File: src/flash_guard_pkg.sv
// constants, field layouts and carrier types for the flash program guard
// assumes a 200 MHz system clock and a 64 kB flash with 512-byte pages
// Functional notes
// RULE_01: two key codes in order open one operation
// RULE_02: any delay between the key codes is accepted
// RULE_03: wrong or misordered key locks until reset
// RULE_04: operation before unlock locks until reset
// RULE_05: each finished operation relocks the key
// RULE_06: write enable steers data-move writes to flash
// RULE_07: byte program only clears bits to zero
// RULE_08: erase sets whole 512-byte page to 0xFF
// RULE_09: write needs write enable, erase needs both
// RULE_10: single-byte mode programs on every write
// RULE_11: pair mode programs after odd after even
// RULE_12: pair program time equals single-byte time
// RULE_13: software writes even then odd, 0xFF keeps
// RULE_14: software unlocks before each byte of pair
// RULE_15: data-move reads always go to external RAM
// RULE_16: complement of lock byte gives locked pages
// RULE_17: lock byte page locked when any page is
// RULE_18: debug port refused on locked pages
// RULE_19: lock byte never gains locked pages, reads free
// RULE_20: unlocked code denied locked pages, lock page
// RULE_21: locked code reaches all but lock page erase
// RULE_22: reserved or forbidden firmware access resets
// RULE_23: cpu stalled while hardware times operation
package flash_guard_pkg;
    // register byte offsets on the bus
    localparam logic [7:0] PSC_OFFSET   = 8'h00;  // program_store_control
    localparam logic [7:0] KEY_OFFSET   = 8'h04;  // flash_unlock_key_reg
    localparam logic [7:0] PFE_OFFSET   = 8'h08;  // prefetch_engine_control
    localparam logic [7:0] STAT_OFFSET  = 8'h0C;  // guard status
    // field positions
    localparam int SWE_BIT     = 0;               // store_write_enable
    localparam int SEE_BIT     = 1;               // store_erase_enable
    localparam int TBW_BIT     = 0;               // two_byte_write_select
    localparam logic [1:0] PSC_RESET = 2'h0;
    localparam logic       PFE_RESET = 1'b0;
    // key codes
    localparam logic [7:0] KEY_FIRST_CODE  = 8'hA5;
    localparam logic [7:0] KEY_SECOND_CODE = 8'hF1;
    localparam logic [7:0] ERASED_BYTE     = 8'hFF;
    // flash geometry
    localparam int ADDR_W    = 16;
    localparam int PAGE_LSB  = 9;                 // 512-byte pages
    localparam logic [15:0] LOCK_BYTE_ADDR = 16'hFBFF;
    localparam logic [6:0]  LOCK_PAGE = LOCK_BYTE_ADDR[15:9];
    // timing
    localparam int CLK_MHZ        = 200;
    localparam int PROG_TIME_NS   = 20000;        // least byte/pair program time
    localparam int PROG_CYCLES    = (PROG_TIME_NS * CLK_MHZ + 999) / 1000;
    localparam int ERASE_TIME_NS  = 10000000;     // least page erase time
    localparam int ERASE_CYCLES   = (ERASE_TIME_NS / 1000) * CLK_MHZ;

    typedef enum logic [3:0] {
        KEY_IDLE  = 4'b0001,
        KEY_FIRST = 4'b0010,
        KEY_OPEN  = 4'b0100,
        KEY_DEAD  = 4'b1000
    } key_state_t;

    typedef enum logic [1:0] {
        OP_PROGRAM = 2'h0,
        OP_ERASE   = 2'h1,
        OP_CHIP    = 2'h2
    } flash_op_t;

    typedef enum logic [1:0] {
        DBG_READ  = 2'h0,
        DBG_WRITE = 2'h1,
        DBG_ERASE = 2'h2,
        DBG_CHIP  = 2'h3
    } dbg_cmd_t;

    // one flash array command
    typedef struct packed {
        flash_op_t   op;
        logic [15:0] addr;    // pair aligned for program
        logic [15:0] data;    // {odd, even} bytes
    } flash_cmd_t;

    // one cpu data-move write
    typedef struct packed {
        logic [15:0] addr;
        logic [7:0]  data;
    } move_wr_t;
endpackage : flash_guard_pkg

File: src/flash_program_guard.sv
// flash program guard: key lock, page erase, byte/pair program, page security
// assumes synchronous cpu strobes, an array that returns the addressed pair
// combinationally and an apb master; the cpu honours cpu_stall
//
// Local design decisions: register access over APB and the register offsets.
`timescale 1ns/1ps
`default_nettype none
module flash_program_guard #(
    parameter int ERASE_CYC = flash_guard_pkg::ERASE_CYCLES,
    parameter int PROG_CYC  = flash_guard_pkg::PROG_CYCLES
) (
    input  wire logic                      clk,
    input  wire logic                      rst_b,
    // apb slave
    input  wire logic                      psel,
    input  wire logic                      penable,
    input  wire logic                      pwrite,
    input  wire logic [7:0]                paddr,
    input  wire logic [31:0]               pwdata,
    output var  logic [31:0]               prdata,
    output logic                           pready,
    output logic                           pslverr,
    // cpu side
    input  wire logic                      move_wr,
    input  wire flash_guard_pkg::move_wr_t move_wr_req,
    input  wire logic                      move_rd,
    input  wire logic [15:0]               exec_addr,
    input  wire logic                      code_rd,
    input  wire logic [15:0]               code_rd_addr,
    output logic                           external_ram_space_wr,
    output logic                           external_ram_space_rd,
    output logic                           code_rd_ok,
    output logic                           cpu_stall,
    output var  logic                      flash_error_reset,
    // debug port side
    input  wire logic                      dbg_req,
    input  wire flash_guard_pkg::dbg_cmd_t dbg_cmd,
    input  wire logic [15:0]               dbg_addr,
    input  wire logic [7:0]                dbg_wdata,
    output var  logic                      dbg_done,
    output var  logic                      dbg_refused,
    // flash array side
    input  wire logic [7:0]                lock_byte,
    input  wire logic [15:0]               flash_rd_pair,
    output var  logic                      flash_start,
    output var  flash_guard_pkg::flash_cmd_t flash_cmd,
    output logic                           flash_busy
);
    import flash_guard_pkg::*;

    initial begin
        if (PROG_CYC < 1 || ERASE_CYC < 1) begin
            $error("operation cycle counts must be at least one");
        end
    end

    typedef enum logic [1:0] {
        SEQ_IDLE = 2'b01,
        SEQ_BUSY = 2'b10
    } seq_state_t;

    // page lock test against the lock byte complement
    function automatic logic page_locked(input logic [15:0] a, input logic [7:0] lb);
        logic [7:0] n;
        n = ~lb;
        page_locked = ({1'b0, a[15:9]} < n) || (a[15:9] == LOCK_PAGE && n != 8'h00);
    endfunction : page_locked

    // firmware access permission; exec is where the code runs
    function automatic logic fw_allowed(input logic [15:0] a, input logic [15:0] exec,
                                        input logic [7:0] lb, input logic erase);
        logic on_lock_pg;
        on_lock_pg = (a[15:9] == LOCK_PAGE);
        if (a > LOCK_BYTE_ADDR) begin
            fw_allowed = 1'b0;
        end else if (on_lock_pg) begin
            fw_allowed = !erase && (!page_locked(a, lb) || page_locked(exec, lb));
        end else begin
            fw_allowed = !page_locked(a, lb) || page_locked(exec, lb);
        end
    endfunction : fw_allowed

    logic [1:0]  psc;
    logic        pfe;
    key_state_t  key;
    seq_state_t  seq;
    logic [31:0] cnt;
    logic        pair_pend;
    logic [15:0] pair_addr;
    logic [7:0]  pair_even;

    wire logic swe = psc[SWE_BIT];
    wire logic see = psc[SEE_BIT];
    wire logic apb_wr = psel && penable && pwrite;
    wire logic key_wr = apb_wr && paddr == KEY_OFFSET;
    wire logic mapped = paddr == PSC_OFFSET || paddr == KEY_OFFSET ||
                        paddr == PFE_OFFSET || paddr == STAT_OFFSET;

    // cpu flash write decode
    wire logic fl_wr     = move_wr && swe && seq == SEQ_IDLE;             // [RULE_06] [RULE_09]
    wire logic fl_erase  = fl_wr && see;                                  // [RULE_09]
    wire logic fw_ok     = fw_allowed(move_wr_req.addr, exec_addr, lock_byte, fl_erase);
    wire logic [7:0] old_byte = move_wr_req.addr[0] ? flash_rd_pair[15:8] : flash_rd_pair[7:0];
    wire logic [7:0] new_byte = old_byte & move_wr_req.data;              // [RULE_07]
    // lock byte may only be rewritten with its own value
    wire logic lock_grow = move_wr_req.addr == LOCK_BYTE_ADDR && new_byte != old_byte;
    wire logic fw_fault  = fl_wr && key == KEY_OPEN && (!fw_ok || lock_grow); // [RULE_22]
    wire logic fw_go     = fl_wr && key == KEY_OPEN && !fw_fault;
    wire logic even_hold = fw_go && !fl_erase && pfe && !move_wr_req.addr[0]; // [RULE_11]
    wire logic fw_start  = fw_go && !even_hold;

    // debug port decode
    wire logic dbg_mod   = dbg_cmd != DBG_READ;
    wire logic [7:0] dbg_old = dbg_addr[0] ? flash_rd_pair[15:8] : flash_rd_pair[7:0];
    wire logic dbg_deny  = dbg_cmd != DBG_CHIP &&
                           ((page_locked(dbg_addr, lock_byte) &&
                             !(dbg_cmd == DBG_READ && dbg_addr == LOCK_BYTE_ADDR)) ||  // [RULE_18] [RULE_19]
                            dbg_addr > LOCK_BYTE_ADDR ||
                            (dbg_cmd == DBG_WRITE && dbg_addr == LOCK_BYTE_ADDR &&
                             (dbg_old & dbg_wdata) != dbg_old));                       // [RULE_19]
    wire logic dbg_take  = dbg_req && !move_wr && (seq == SEQ_IDLE || !dbg_mod);
    wire logic dbg_start = dbg_take && !dbg_deny && dbg_mod;
    wire logic op_done   = seq == SEQ_BUSY && cnt == 32'h0000_0001;

    // routing to external ram: reads always, writes unless steered
    assign external_ram_space_rd    = move_rd;                                          // [RULE_15]
    assign external_ram_space_wr    = move_wr && !swe;                                  // [RULE_06]
    assign code_rd_ok = code_rd && (code_rd_addr == LOCK_BYTE_ADDR ||
                        fw_allowed(code_rd_addr, exec_addr, lock_byte, 1'b0)); // [RULE_20] [RULE_21]
    assign cpu_stall  = seq == SEQ_BUSY;                                  // [RULE_23]
    assign flash_busy = seq == SEQ_BUSY;
    assign pready     = 1'b1;
    assign pslverr    = psel && penable && !mapped;

    // control registers; reserved bits are dropped
    always_ff @(posedge clk or negedge rst_b) begin
        if (!rst_b) begin
            psc <= PSC_RESET;
            pfe <= PFE_RESET;
        end else if (apb_wr && paddr == PSC_OFFSET) begin
            psc <= pwdata[1:0];                                           // [RULE_06]
        end else if (apb_wr && paddr == PFE_OFFSET) begin
            pfe <= pwdata[TBW_BIT];
        end
    end

    // key lock; dead sticks until reset, an accepted or faulted flash write relocks
    always_ff @(posedge clk or negedge rst_b) begin
        if (!rst_b) begin
            key <= KEY_IDLE;
        end else if (key == KEY_DEAD) begin
            key <= KEY_DEAD;                                              // [RULE_03]
        end else if (fl_wr && key != KEY_OPEN) begin
            key <= KEY_DEAD;                                              // [RULE_04]
        end else if (key_wr) begin
            case (key)
                KEY_IDLE: begin
                    key <= (pwdata[7:0] == KEY_FIRST_CODE) ? KEY_FIRST : KEY_DEAD; // [RULE_01]
                end
                KEY_FIRST: begin
                    key <= (pwdata[7:0] == KEY_SECOND_CODE) ? KEY_OPEN : KEY_DEAD; // [RULE_02]
                end
                default: begin
                    key <= KEY_DEAD;                                      // [RULE_03]
                end
            endcase
        end else if (fw_go || fw_fault) begin
            key <= KEY_IDLE;                                              // [RULE_05] [RULE_14]
        end
    end

    // even half of a pair waits for its odd partner
    always_ff @(posedge clk or negedge rst_b) begin
        if (!rst_b) begin
            pair_pend <= 1'b0;
            pair_addr <= 16'h0000;
            pair_even <= 8'hFF;
        end else if (even_hold) begin
            pair_pend <= 1'b1;
            pair_addr <= move_wr_req.addr;
            pair_even <= new_byte;
        end else if (fw_go || fw_fault) begin
            pair_pend <= 1'b0;
        end
    end

    // sequencer: hardware times each operation while the cpu stalls
    always_ff @(posedge clk or negedge rst_b) begin
        if (!rst_b) begin
            seq <= SEQ_IDLE;
            cnt <= 32'h0000_0000;
        end else begin
            case (seq)
                SEQ_IDLE: begin
                    if (fw_start || dbg_start) begin
                        seq <= SEQ_BUSY;
                        if ((fw_start && fl_erase) || (!fw_start && dbg_cmd != DBG_WRITE)) begin
                            cnt <= ERASE_CYC;                             // [RULE_08]
                        end else begin
                            cnt <= PROG_CYC;                              // [RULE_12]
                        end
                    end
                end
                SEQ_BUSY: begin
                    cnt <= cnt - 32'h0000_0001;                           // [RULE_23]
                    if (op_done) begin
                        seq <= SEQ_IDLE;
                    end
                end
                default: begin
                    seq <= SEQ_IDLE;
                end
            endcase
        end
    end

    // array command; a single byte pairs with 0xFF which leaves flash alone
    always_ff @(posedge clk or negedge rst_b) begin
        if (!rst_b) begin
            flash_start <= 1'b0;
            flash_cmd   <= '0;
        end else begin
            flash_start <= fw_start || dbg_start;
            if (fw_start && fl_erase) begin
                flash_cmd.op   <= OP_ERASE;                               // [RULE_08]
                flash_cmd.addr <= {move_wr_req.addr[15:9], 9'h000};
                flash_cmd.data <= {ERASED_BYTE, ERASED_BYTE};
            end else if (fw_start) begin
                flash_cmd.op   <= OP_PROGRAM;
                flash_cmd.addr <= {move_wr_req.addr[15:1], 1'b0};
                if (!pfe) begin
                    flash_cmd.data <= move_wr_req.addr[0] ?                // [RULE_10]
                        {new_byte, ERASED_BYTE} : {ERASED_BYTE, new_byte};
                end else if (pair_pend && pair_addr[15:1] == move_wr_req.addr[15:1]) begin
                    flash_cmd.data <= {new_byte, pair_even};              // [RULE_11]
                end else begin
                    flash_cmd.data <= {new_byte, ERASED_BYTE};
                end
            end else if (dbg_start) begin
                flash_cmd.op   <= (dbg_cmd == DBG_CHIP) ? OP_CHIP :
                                  (dbg_cmd == DBG_ERASE) ? OP_ERASE : OP_PROGRAM;
                flash_cmd.addr <= (dbg_cmd == DBG_WRITE) ? {dbg_addr[15:1], 1'b0} :
                                  (dbg_cmd == DBG_CHIP) ? 16'h0000 : {dbg_addr[15:9], 9'h000};
                flash_cmd.data <= dbg_addr[0] ? {dbg_old & dbg_wdata, ERASED_BYTE} :
                                                {ERASED_BYTE, dbg_old & dbg_wdata};
            end
        end
    end

    // error reset request and debug answers, one-cycle pulses
    always_ff @(posedge clk or negedge rst_b) begin
        if (!rst_b) begin
            flash_error_reset <= 1'b0;
            dbg_done          <= 1'b0;
            dbg_refused       <= 1'b0;
        end else begin
            flash_error_reset <= fw_fault || (code_rd && !code_rd_ok);    // [RULE_22]
            dbg_done          <= dbg_take && !dbg_deny;
            dbg_refused       <= dbg_take && dbg_deny;                    // [RULE_18]
        end
    end

    // read data captured in the setup phase
    always_ff @(posedge clk or negedge rst_b) begin
        if (!rst_b) begin
            prdata <= 32'h0000_0000;
        end else if (psel && !penable && !pwrite) begin
            case (paddr)
                PSC_OFFSET:  prdata <= {30'h0, psc};
                KEY_OFFSET:  prdata <= {30'h0, key == KEY_DEAD || key == KEY_OPEN,
                                        key == KEY_DEAD || key == KEY_FIRST};
                PFE_OFFSET:  prdata <= {31'h0, pfe};
                STAT_OFFSET: prdata <= {16'h0, lock_byte, 5'h0, pair_pend,
                                        key == KEY_DEAD, seq == SEQ_BUSY};
                default:     prdata <= 32'h0000_0000;
            endcase
        end
    end

    a_key_dead_sticks: assert property (@(posedge clk) disable iff (!rst_b) // [RULE_03]
        key == KEY_DEAD |=> key == KEY_DEAD)
        else $error("key lock left the dead state");

    a_early_op_kills: assert property (@(posedge clk) disable iff (!rst_b) // [RULE_04]
        (fl_wr && key != KEY_OPEN) |=> key == KEY_DEAD && !flash_start)
        else $error("flash operation before unlock did not lock");

    a_key_pair_opens: assert property (@(posedge clk) disable iff (!rst_b) // [RULE_01]
        (key_wr && key == KEY_FIRST && pwdata[7:0] == KEY_SECOND_CODE && !fl_wr)
        |=> key == KEY_OPEN)
        else $error("second key code did not open the lock");

    a_relock_after_op: assert property (@(posedge clk) disable iff (!rst_b) // [RULE_05]
        (fw_go && !key_wr) |=> key == KEY_IDLE)
        else $error("key stayed open after an operation");

    a_stall_program: assert property (@(posedge clk) disable iff (!rst_b) // [RULE_23]
        (fw_start && !fl_erase) |=> cpu_stall [*8])
        else $error("cpu not stalled during program");

    a_erase_page: assert property (@(posedge clk) disable iff (!rst_b) // [RULE_08]
        (fw_start && fl_erase) |=> flash_cmd.op == OP_ERASE && flash_cmd.addr[8:0] == 9'h000)
        else $error("erase did not target the whole page");

    a_fault_resets: assert property (@(posedge clk) disable iff (!rst_b) // [RULE_22]
        fw_fault |=> flash_error_reset && !flash_start)
        else $error("forbidden firmware access did not reset");

    a_lock_pg_erase: assert property (@(posedge clk) disable iff (!rst_b) // [RULE_20]
        (flash_start && $past(fw_start) && flash_cmd.op == OP_ERASE)
        |-> flash_cmd.addr[15:9] != LOCK_PAGE)
        else $error("firmware erased the lock byte page");

    a_even_no_prog: assert property (@(posedge clk) disable iff (!rst_b) // [RULE_11]
        even_hold |=> !flash_start && pair_pend)
        else $error("even byte of a pair started programming");

    a_read_to_external_ram_space: assert property (@(posedge clk) disable iff (!rst_b) // [RULE_15]
        move_rd |-> external_ram_space_rd)
        else $error("data-move read not sent to external ram");

    a_dbg_locked: assert property (@(posedge clk) disable iff (!rst_b) // [RULE_18]
        (dbg_take && dbg_cmd == DBG_ERASE && page_locked(dbg_addr, lock_byte))
        |=> dbg_refused && !flash_start)
        else $error("debug erase of a locked page was accepted");

endmodule : flash_program_guard
`default_nettype wire

File: config.mk
export PLATFORM = sky130hd
export DESIGN_NAME = flash_program_guard
export DESIGN_NICKNAME = d
export VERILOG_FILES = /design/src/flash_guard_pkg.sv /design/src/flash_program_guard.sv
export SDC_FILE = /design/constraint.sdc
export NUM_CORES = 1
export LEC_CHECK = 0
export ABC_AREA = 1
export BUFFER_PORTS_ARGS = -buffer_cell sky130_fd_sc_hd__clkbuf_2
export CORE_AREA = 2 2 138 140
export CTS_BUF_LIST = sky130_fd_sc_hd__clkbuf_8 sky130_fd_sc_hd__clkbuf_16
export DETAILED_ROUTE_END_ITERATION = 6
export DIE_AREA = 0 0 140 142
export PLACE_DENSITY = 0.69
export SYNTH_ARGS = -nofsm -noshare
export SYNTH_HDL_FRONTEND = slang
export SYNTH_SLANG_ARGS = --single-unit
File: constraint.sdc
create_clock -name clk -period 2.66 [get_ports clk]
set_input_delay 0.399 -clock clk [delete_from_list [all_inputs] [get_ports clk]]
set_output_delay 0.399 -clock clk [all_outputs]
set_load 0.02 [all_outputs]
# Yosys cells after proc, flatten, opt, wreduce, memory -nomap -nowiden
# Index checks and enable logic that the tools add are counted.
[op_classes]
addsub = 1
order_cmp = 7
eq_ne = 30
n_mux = 32
n_bitwise = 4
reduce_logical = 90
[ops]
columns = ["operator", "count"]
rows = [
  ["2-to-1 mux 34 bit", 3],
  ["2-to-1 mux 16 bit", 5],
  ["one-hot mux 16 bit (4 select lines)", 1],
  ["one-hot mux 32 bit (2 select lines)", 1],
  ["== test 16 bit (second input constant)", 3],
  ["greater-than comparator 16 bit (second input constant)", 3],
  ["logical AND 1 bit", 42],
  ["== test 32 x 1 -> 1 bit (second input constant)", 1],
  ["< comparator 7 x 8 -> 1 bit", 4],
  ["2-to-1 mux 32 bit", 1],
  ["subtractor 32 x 1 -> 32 bit (second input constant)", 1],
  ["== test 7 bit (second input constant)", 4],
  ["2-to-1 mux 4 bit", 6],
  ["2-to-1 mux 8 bit", 3],
  ["2-to-1 mux 21 bit", 1],
  ["logical OR 1 bit", 20],
  ["logical NOT 1 bit", 17],
  ["AND 8 bit", 2],
  ["== test 8 x 4 -> 1 bit (second input constant)", 2],
  ["== test 8 bit (second input constant)", 2],
  ["inequality test 8 bit", 2],
  ["== test 15 bit", 1],
  ["== test 8 x 3 -> 1 bit (second input constant)", 1],
  ["logical NOT 8 bit", 1],
  ["21 further kinds", 37],
]
[word_totals]
ff_bits = 136
elab_cells = 180

# Logic depth before layout (Yosys ltp)
[logic_depth]
depth_word = 25
depth_mapped = 17

# Least setup slack after synthesis
# OpenSTA, ideal clock, no wires.
[synth_path]
kind = "in2out"
startpoint = "input port exec_addr[14]"
endpoint = "output port code_rd_ok"
arrival_ns = 1.764
required_ns = 2.261
slack_ns = 0.497
path_stages = 7
path_buffers = 0
cell_sequence = "ha_1 -> a21o_1 -> a21oi_1 -> a21oi_2 -> nand2_1 -> o21ai_0 -> a21boi_0"
[synth_between]
elab_chain_cells = 7
word_cells_on_any_way = 8
[synth_lines]
columns = ["item", "line", "rtl"]
rows = [
  ["start: declaration", "flash_program_guard.sv:27", "input wire logic [15:0] exec_addr,"],
  ["branches (longest 2 deep; another with < comparator 7 x 8 -> 1 bit)", "--", ""],
  ["logical OR 1 bit *", "flash_program_guard.sv:66", "page_locked = ({1'b0, a[15:9]} < n) || (a[15:9] == LOCK_PAGE && n != 8'h00);"],
  ["logical OR 1 bit *", "flash_program_guard.sv:77, flash_program_guard.sv:79", ""],
  ["2-to-1 mux 1 bit *", "flash_program_guard.sv:74", "if (a > LOCK_BYTE_ADDR) begin"],
  ["logical OR 1 bit *", "flash_program_guard.sv:128", "assign code_rd_ok = code_rd && (code_rd_addr == LOCK_BYTE_ADDR ||"],
  ["logical AND 1 bit *", "flash_program_guard.sv:128", ""],
  ["end: declaration", "flash_program_guard.sv:32", "output logic code_rd_ok,"],
]
# Every way passes the cells marked *.

# Worst setup path in the final report
[layout_path]
startpoint = "register seq[0]"
endpoint = "register flash_cmd[26] (netlist name)"
[layout_between]
elab_chain_cells = 19
word_cells_on_any_way = 26
[layout_lines]
columns = ["item", "line", "rtl"]
rows = [
  ["start: declaration", "flash_program_guard.sv:86", "seq_state_t seq;"],
  ["start signal: assignment", "flash_program_guard.sv:190", "seq <= SEQ_IDLE;"],
  ["start signal: assignment", "flash_program_guard.sv:196", "seq <= SEQ_BUSY;"],
  ["start signal: assignment", "flash_program_guard.sv:207", "seq <= SEQ_IDLE;"],
  ["== test 2 x 1 -> 1 bit *", "flash_program_guard.sv:100, flash_program_guard.sv:121", ""],
  ["logical AND 1 bit", "flash_program_guard.sv:100", "wire logic fl_wr = move_wr && swe && seq == SEQ_IDLE;"],
  ["logical AND 1 bit", "flash_program_guard.sv:101", "wire logic fl_erase = fl_wr && see;"],
  ["logical NOT 1 bit", "flash_program_guard.sv:77, flash_program_guard.sv:109", ""],
  ["logical AND 1 bit", "flash_program_guard.sv:77", "fw_allowed = !erase && (!page_locked(a, lb) || page_locked(exec, lb));"],
  ["2-to-1 mux 1 bit", "flash_program_guard.sv:76", "end else if (on_lock_pg) begin"],
  ["2-to-1 mux 1 bit", "flash_program_guard.sv:74", ""],
  ["logical NOT 1 bit", "flash_program_guard.sv:107", "wire logic fw_fault = fl_wr && key == KEY_OPEN && (!fw_ok || lock_grow);"],
  ["logical OR 1 bit", "flash_program_guard.sv:107", ""],
  ["logical AND 1 bit", "flash_program_guard.sv:107", ""],
  ["logical NOT 1 bit", "flash_program_guard.sv:108", "wire logic fw_go = fl_wr && key == KEY_OPEN && !fw_fault;"],
  ["logical AND 1 bit", "flash_program_guard.sv:108", ""],
  ["logical AND 1 bit (3 in series)", "flash_program_guard.sv:109", "wire logic even_hold = fw_go && !fl_erase && pfe && !move_wr_req.addr[0];"],
  ["logical NOT 1 bit", "flash_program_guard.sv:110", "wire logic fw_start = fw_go && !even_hold;"],
  ["logical AND 1 bit", "flash_program_guard.sv:110", ""],
  ["2-to-1 mux 34 bit or logical AND 1 bit (tied branches)", "flash_program_guard.sv:228, flash_program_guard.sv:224", ""],
  ["2-to-1 mux 34 bit or nonzero test 3 bit (tied branches)", "--", ""],
  ["end: declaration", "flash_program_guard.sv:46", "output var flash_guard_pkg::flash_cmd_t flash_cmd,"],
]
# Mark *: on every way between the ends. The rest lies on a longest branch, timed or not.
# A chain may end at the register's enable or synchronous reset.

==> impl_results.md <==
* Post-route ant nets at 0
* Die extent in y at about 140 µm
* Worst setup EP type: register
* Synthesized area at 7900 µm²
* GPL Wtd Cong at between 0.8 and 0.9
* Nets@finish at 1510
* Leak pwr at between 5 and 6 nW
* PD cells at 625 nW/µm²
* Yosys cell types at between 40 and 50
* GRT overflow at 0
* Synthesis-to-layout area growth at 22.1%
* Failing checks: design-rule violations
* # setup viols final at 0
* Final std cells w/o fill at around 1600
* DRT Pass-1 Iters at 7
* Initial detailed-routing violation count at 593
* Max cap viols at 0
* Crit path DAT at 2680 ps
* Setup Skew at 6.96 ps
* Vias at between 8000 and 9000
* Setup WS pre-CTS at -12.9 ps
* Fill cells at 1778
* Syn Area/Cell at 6.90 µm²
* Crit path required time at 2990 ps
* CTS Buf Count at 17
* Async S/R FF share, synth at 100%
* Peak VDD IR at 380 µV
* Ports at about 230
* Final max-slew violation count at 0
* Drt wl/cell at between 10 and 15 µm
* Die footprint at 19900 µm²
* Main synth FF type: dfrtp_1
* RSZ-0062 raised after global routing: false
* # rows at 50
* Status: finished, violations left
* Chip width at about 140 µm
* Clk buf depth at 2
* Largest fanout on the critical path at 42
* Drt total wl at approximately 23000 µm
* Synthesis-stage register bit count at 113
* Fin crit period at 2350 ps
* Largest net degree at the start of global routing at 69
* Core ar. at around 18000 µm²
* DR vias/cell at 5.13
* Final hold slack at 263 ps
* Root Driver: clkbuf_16
* Hold Violations, Final at 0
* CP Class: reg2reg
* Global-route wire length before repair at 38200 µm
* Clk sink count at between 100 and 150
* Share of layout cells above drive strength 1 at 20.3%
* Placed cell areas at approximately 9000 µm²
* Initial cell density of the core at 42.8%
* Design area at 9650 µm²
* Top achievable clock speed at between 400 and 500 MHz
* Seq/Total Area, Yosys at 35.9%
* H-tree depth at 4
* Final setup margin at 313 ps
* Vias in the first global route at 7725
* Clk_lat worst skew at about 420 ps
* Hpwl dp at 17800 µm
* Final Cycle Share at 88.2%
* CTS tree: done
* Slew @ Worst Pin at 746 ps
* Post-synth EDFFs at 0
* # DRC at 14
* Slew HR at about 50%
* Tot GR Track Use at 24.2%
* Worst setup SP type: register
* Clock slew at reported path FFs at 60 ps
* Antenna violations before repair at 0
* Cell count after placement at ~1500
* Warnings, synthesis at 0
* R2R Setup Slk at 310 ps
* Mapped Cells at 1146
* Buffers on Ports at about 170
* Min-Delay Path Class: in2reg
## logic make-up (layout without fill, tap and decap cells)
logic type / after synthesis / in the layout / share of synthesized area, %
other cells: 2 / 24 / 0.0950
compound gates: 136 / 136 / 9.74
buf+inv: 197 / 372 / 11.8
fa+ha+maj: 26 / 26 / 4.12
xor+xnor: 19 / 19 / 2.11
flops: 113 / 113 / 35.9
simple gates: 653 / 653 / 36.2
## final timing paths
check,to,startpoint,depth (start not counted)
max,flash_cmd[26]$_DFFE_PN0P_,seq[0]$_DFFE_PN1P_,12
min,pair_addr[4]$_DFFE_PN0P_,move_wr_req[12],3
max reg2reg,flash_cmd[26]$_DFFE_PN0P_,seq[0]$_DFFE_PN1P_,12
min reg2reg,flash_cmd[15]$_DFFE_PN0P_,flash_cmd[15]$_DFFE_PN0P_,2
max in group asynchronous,key[0]$_DFFE_PN1P_,rst_b,3
min in group asynchronous,flash_cmd[29]$_DFFE_PN0P_,rst_b,2
## registers in the layout, summed over array words and instances, names as in the netlist
| name | count |
|---|---|
| prdata | 11 |
| dbg_refused | 1 |
| dbg_done | 1 |
| flash_start | 1 |
| key | 4 |
| seq | 2 |
| cnt | 32 |
| flash_error_reset | 1 |
| flash_cmd | 33 |
| pair_pend | 1 |
| pair_addr | 15 |
| pair_even | 8 |
| psc | 2 |
| pfe | 1 |
## placed cells by master (no fill, tap or decap), drive strengths merged
cell,n
a2111oi,1
a21boi,2
a21o,1
a21oi,22
a22oi,1
a31oi,1
and3,2
buf,28
bufinv,6
clkbuf,193
clkinv,3
clkinvlp,1
conb,23
dfrtp,103
dfstp,10
diode,1
dlygate4sd3,1
ha,26
inv,140
nand2,358
nand3,115
nand3b,8
nand4,28
nor2,101
nor3,24
nor3b,3
nor4,10
o2111ai,1
o211ai,3
o21a,2
o21ai,85
o21bai,2
o22ai,10
o31ai,4
o41ai,1
or2,4
xnor2,9
xor2,10
## metrics by stage
step	setup TNS, ps	util [%]	power (mW)
after global placement	0	48.5	3.36
final	0	52.3	6.03
after CTS	0	52.3	6.07
after global routing	0	52.3	6.34
after detailed placement	-31.2	48.5	3.38
after floorplan	0	-	2.91
## cell usage after synthesis, types with 2 or more instances
cell	number	area, µm²
o22ai_1	10	62.6
dfrtp_1	103	2580
o21a_1	2	15.0
nand2_2	3	18.8
conb_1	2	7.51
nor3_1	23	115
o21ai_1	18	90.1
dfstp_2	10	263
a21boi_0	2	15.0
a21oi_1	21	105
ha_1	26	325
xor2_1	10	87.6
xnor2_1	9	78.8
nor4_1	9	56.3
buf_6	7	78.8
or2_2	4	25.0
nand2_1	354	1330
buf_2	8	40.0
o211ai_1	3	22.5
inv_2	4	15.0
nand4_1	27	169
nand3_1	112	561
inv_1	135	507
nand3_2	2	20.0
nor2_2	5	31.3
buf_4	35	263
nor3b_1	3	22.5
o21ai_2	6	52.6
nor2_1	95	357
clkbuf_1	8	30.0
nand3b_1	8	60.1
o21ai_0	61	305
o31ai_1	4	30.0
o21bai_1	2	15.0
and3_1	2	12.5
## what timing repair did
action	in CTS	in global routing
setup buffers	0	0
hold buffers	1	0
endpoints found under the setup margin	0	0
hold endpoints to repair	11	0
gates resized for setup	0	0
## final cells by class
class | count | area, µm² | area share (%)
Multi-Input combinational cell | 857 | 4210 | 43.6
Sequential cell | 113 | 2840 | 29.4
Timing Repair Buffer | 201 | 1090 | 11.3
Inverter | 139 | 522 | 5.41
Clock buffer | 21 | 480 | 4.98
Tap cell | 234 | 293 | 3.04
Clock inverter | 11 | 206 | 2.14
Antenna cell | 1 | 2.50 | 0.0259
## critical path: stages (launching register included)
cell and delay, ps:
dfstp_2 540, nand2_1 90, nor2_1 130, nand2_1 140, o21ai_0 180, inv_1 50
nand2_1 70, nand2_2 70, nand4_4 120, nand2_4 70, inv_2 550, nand2_1 120
o21ai_1 130
## report_power, final
part / leakage [nW] / switching [mW] / internal (mW)
combinational: 3.48 / 0.828 / 0.445
clock: 0.340 / 0.816 / 1.85
sequential: 1.42 / 0.177 / 1.92
## routing by layer
metal	share of wire [%]	vias to the layer above	global-route usage, %
met5	0	-	0
met4	2.5	0	8.98
met2	47	293	39.5
met3	7.8	46	7.00
met1	43	3722	30.8
li1	-	4036	-
(Power assumes the default switching activity.)
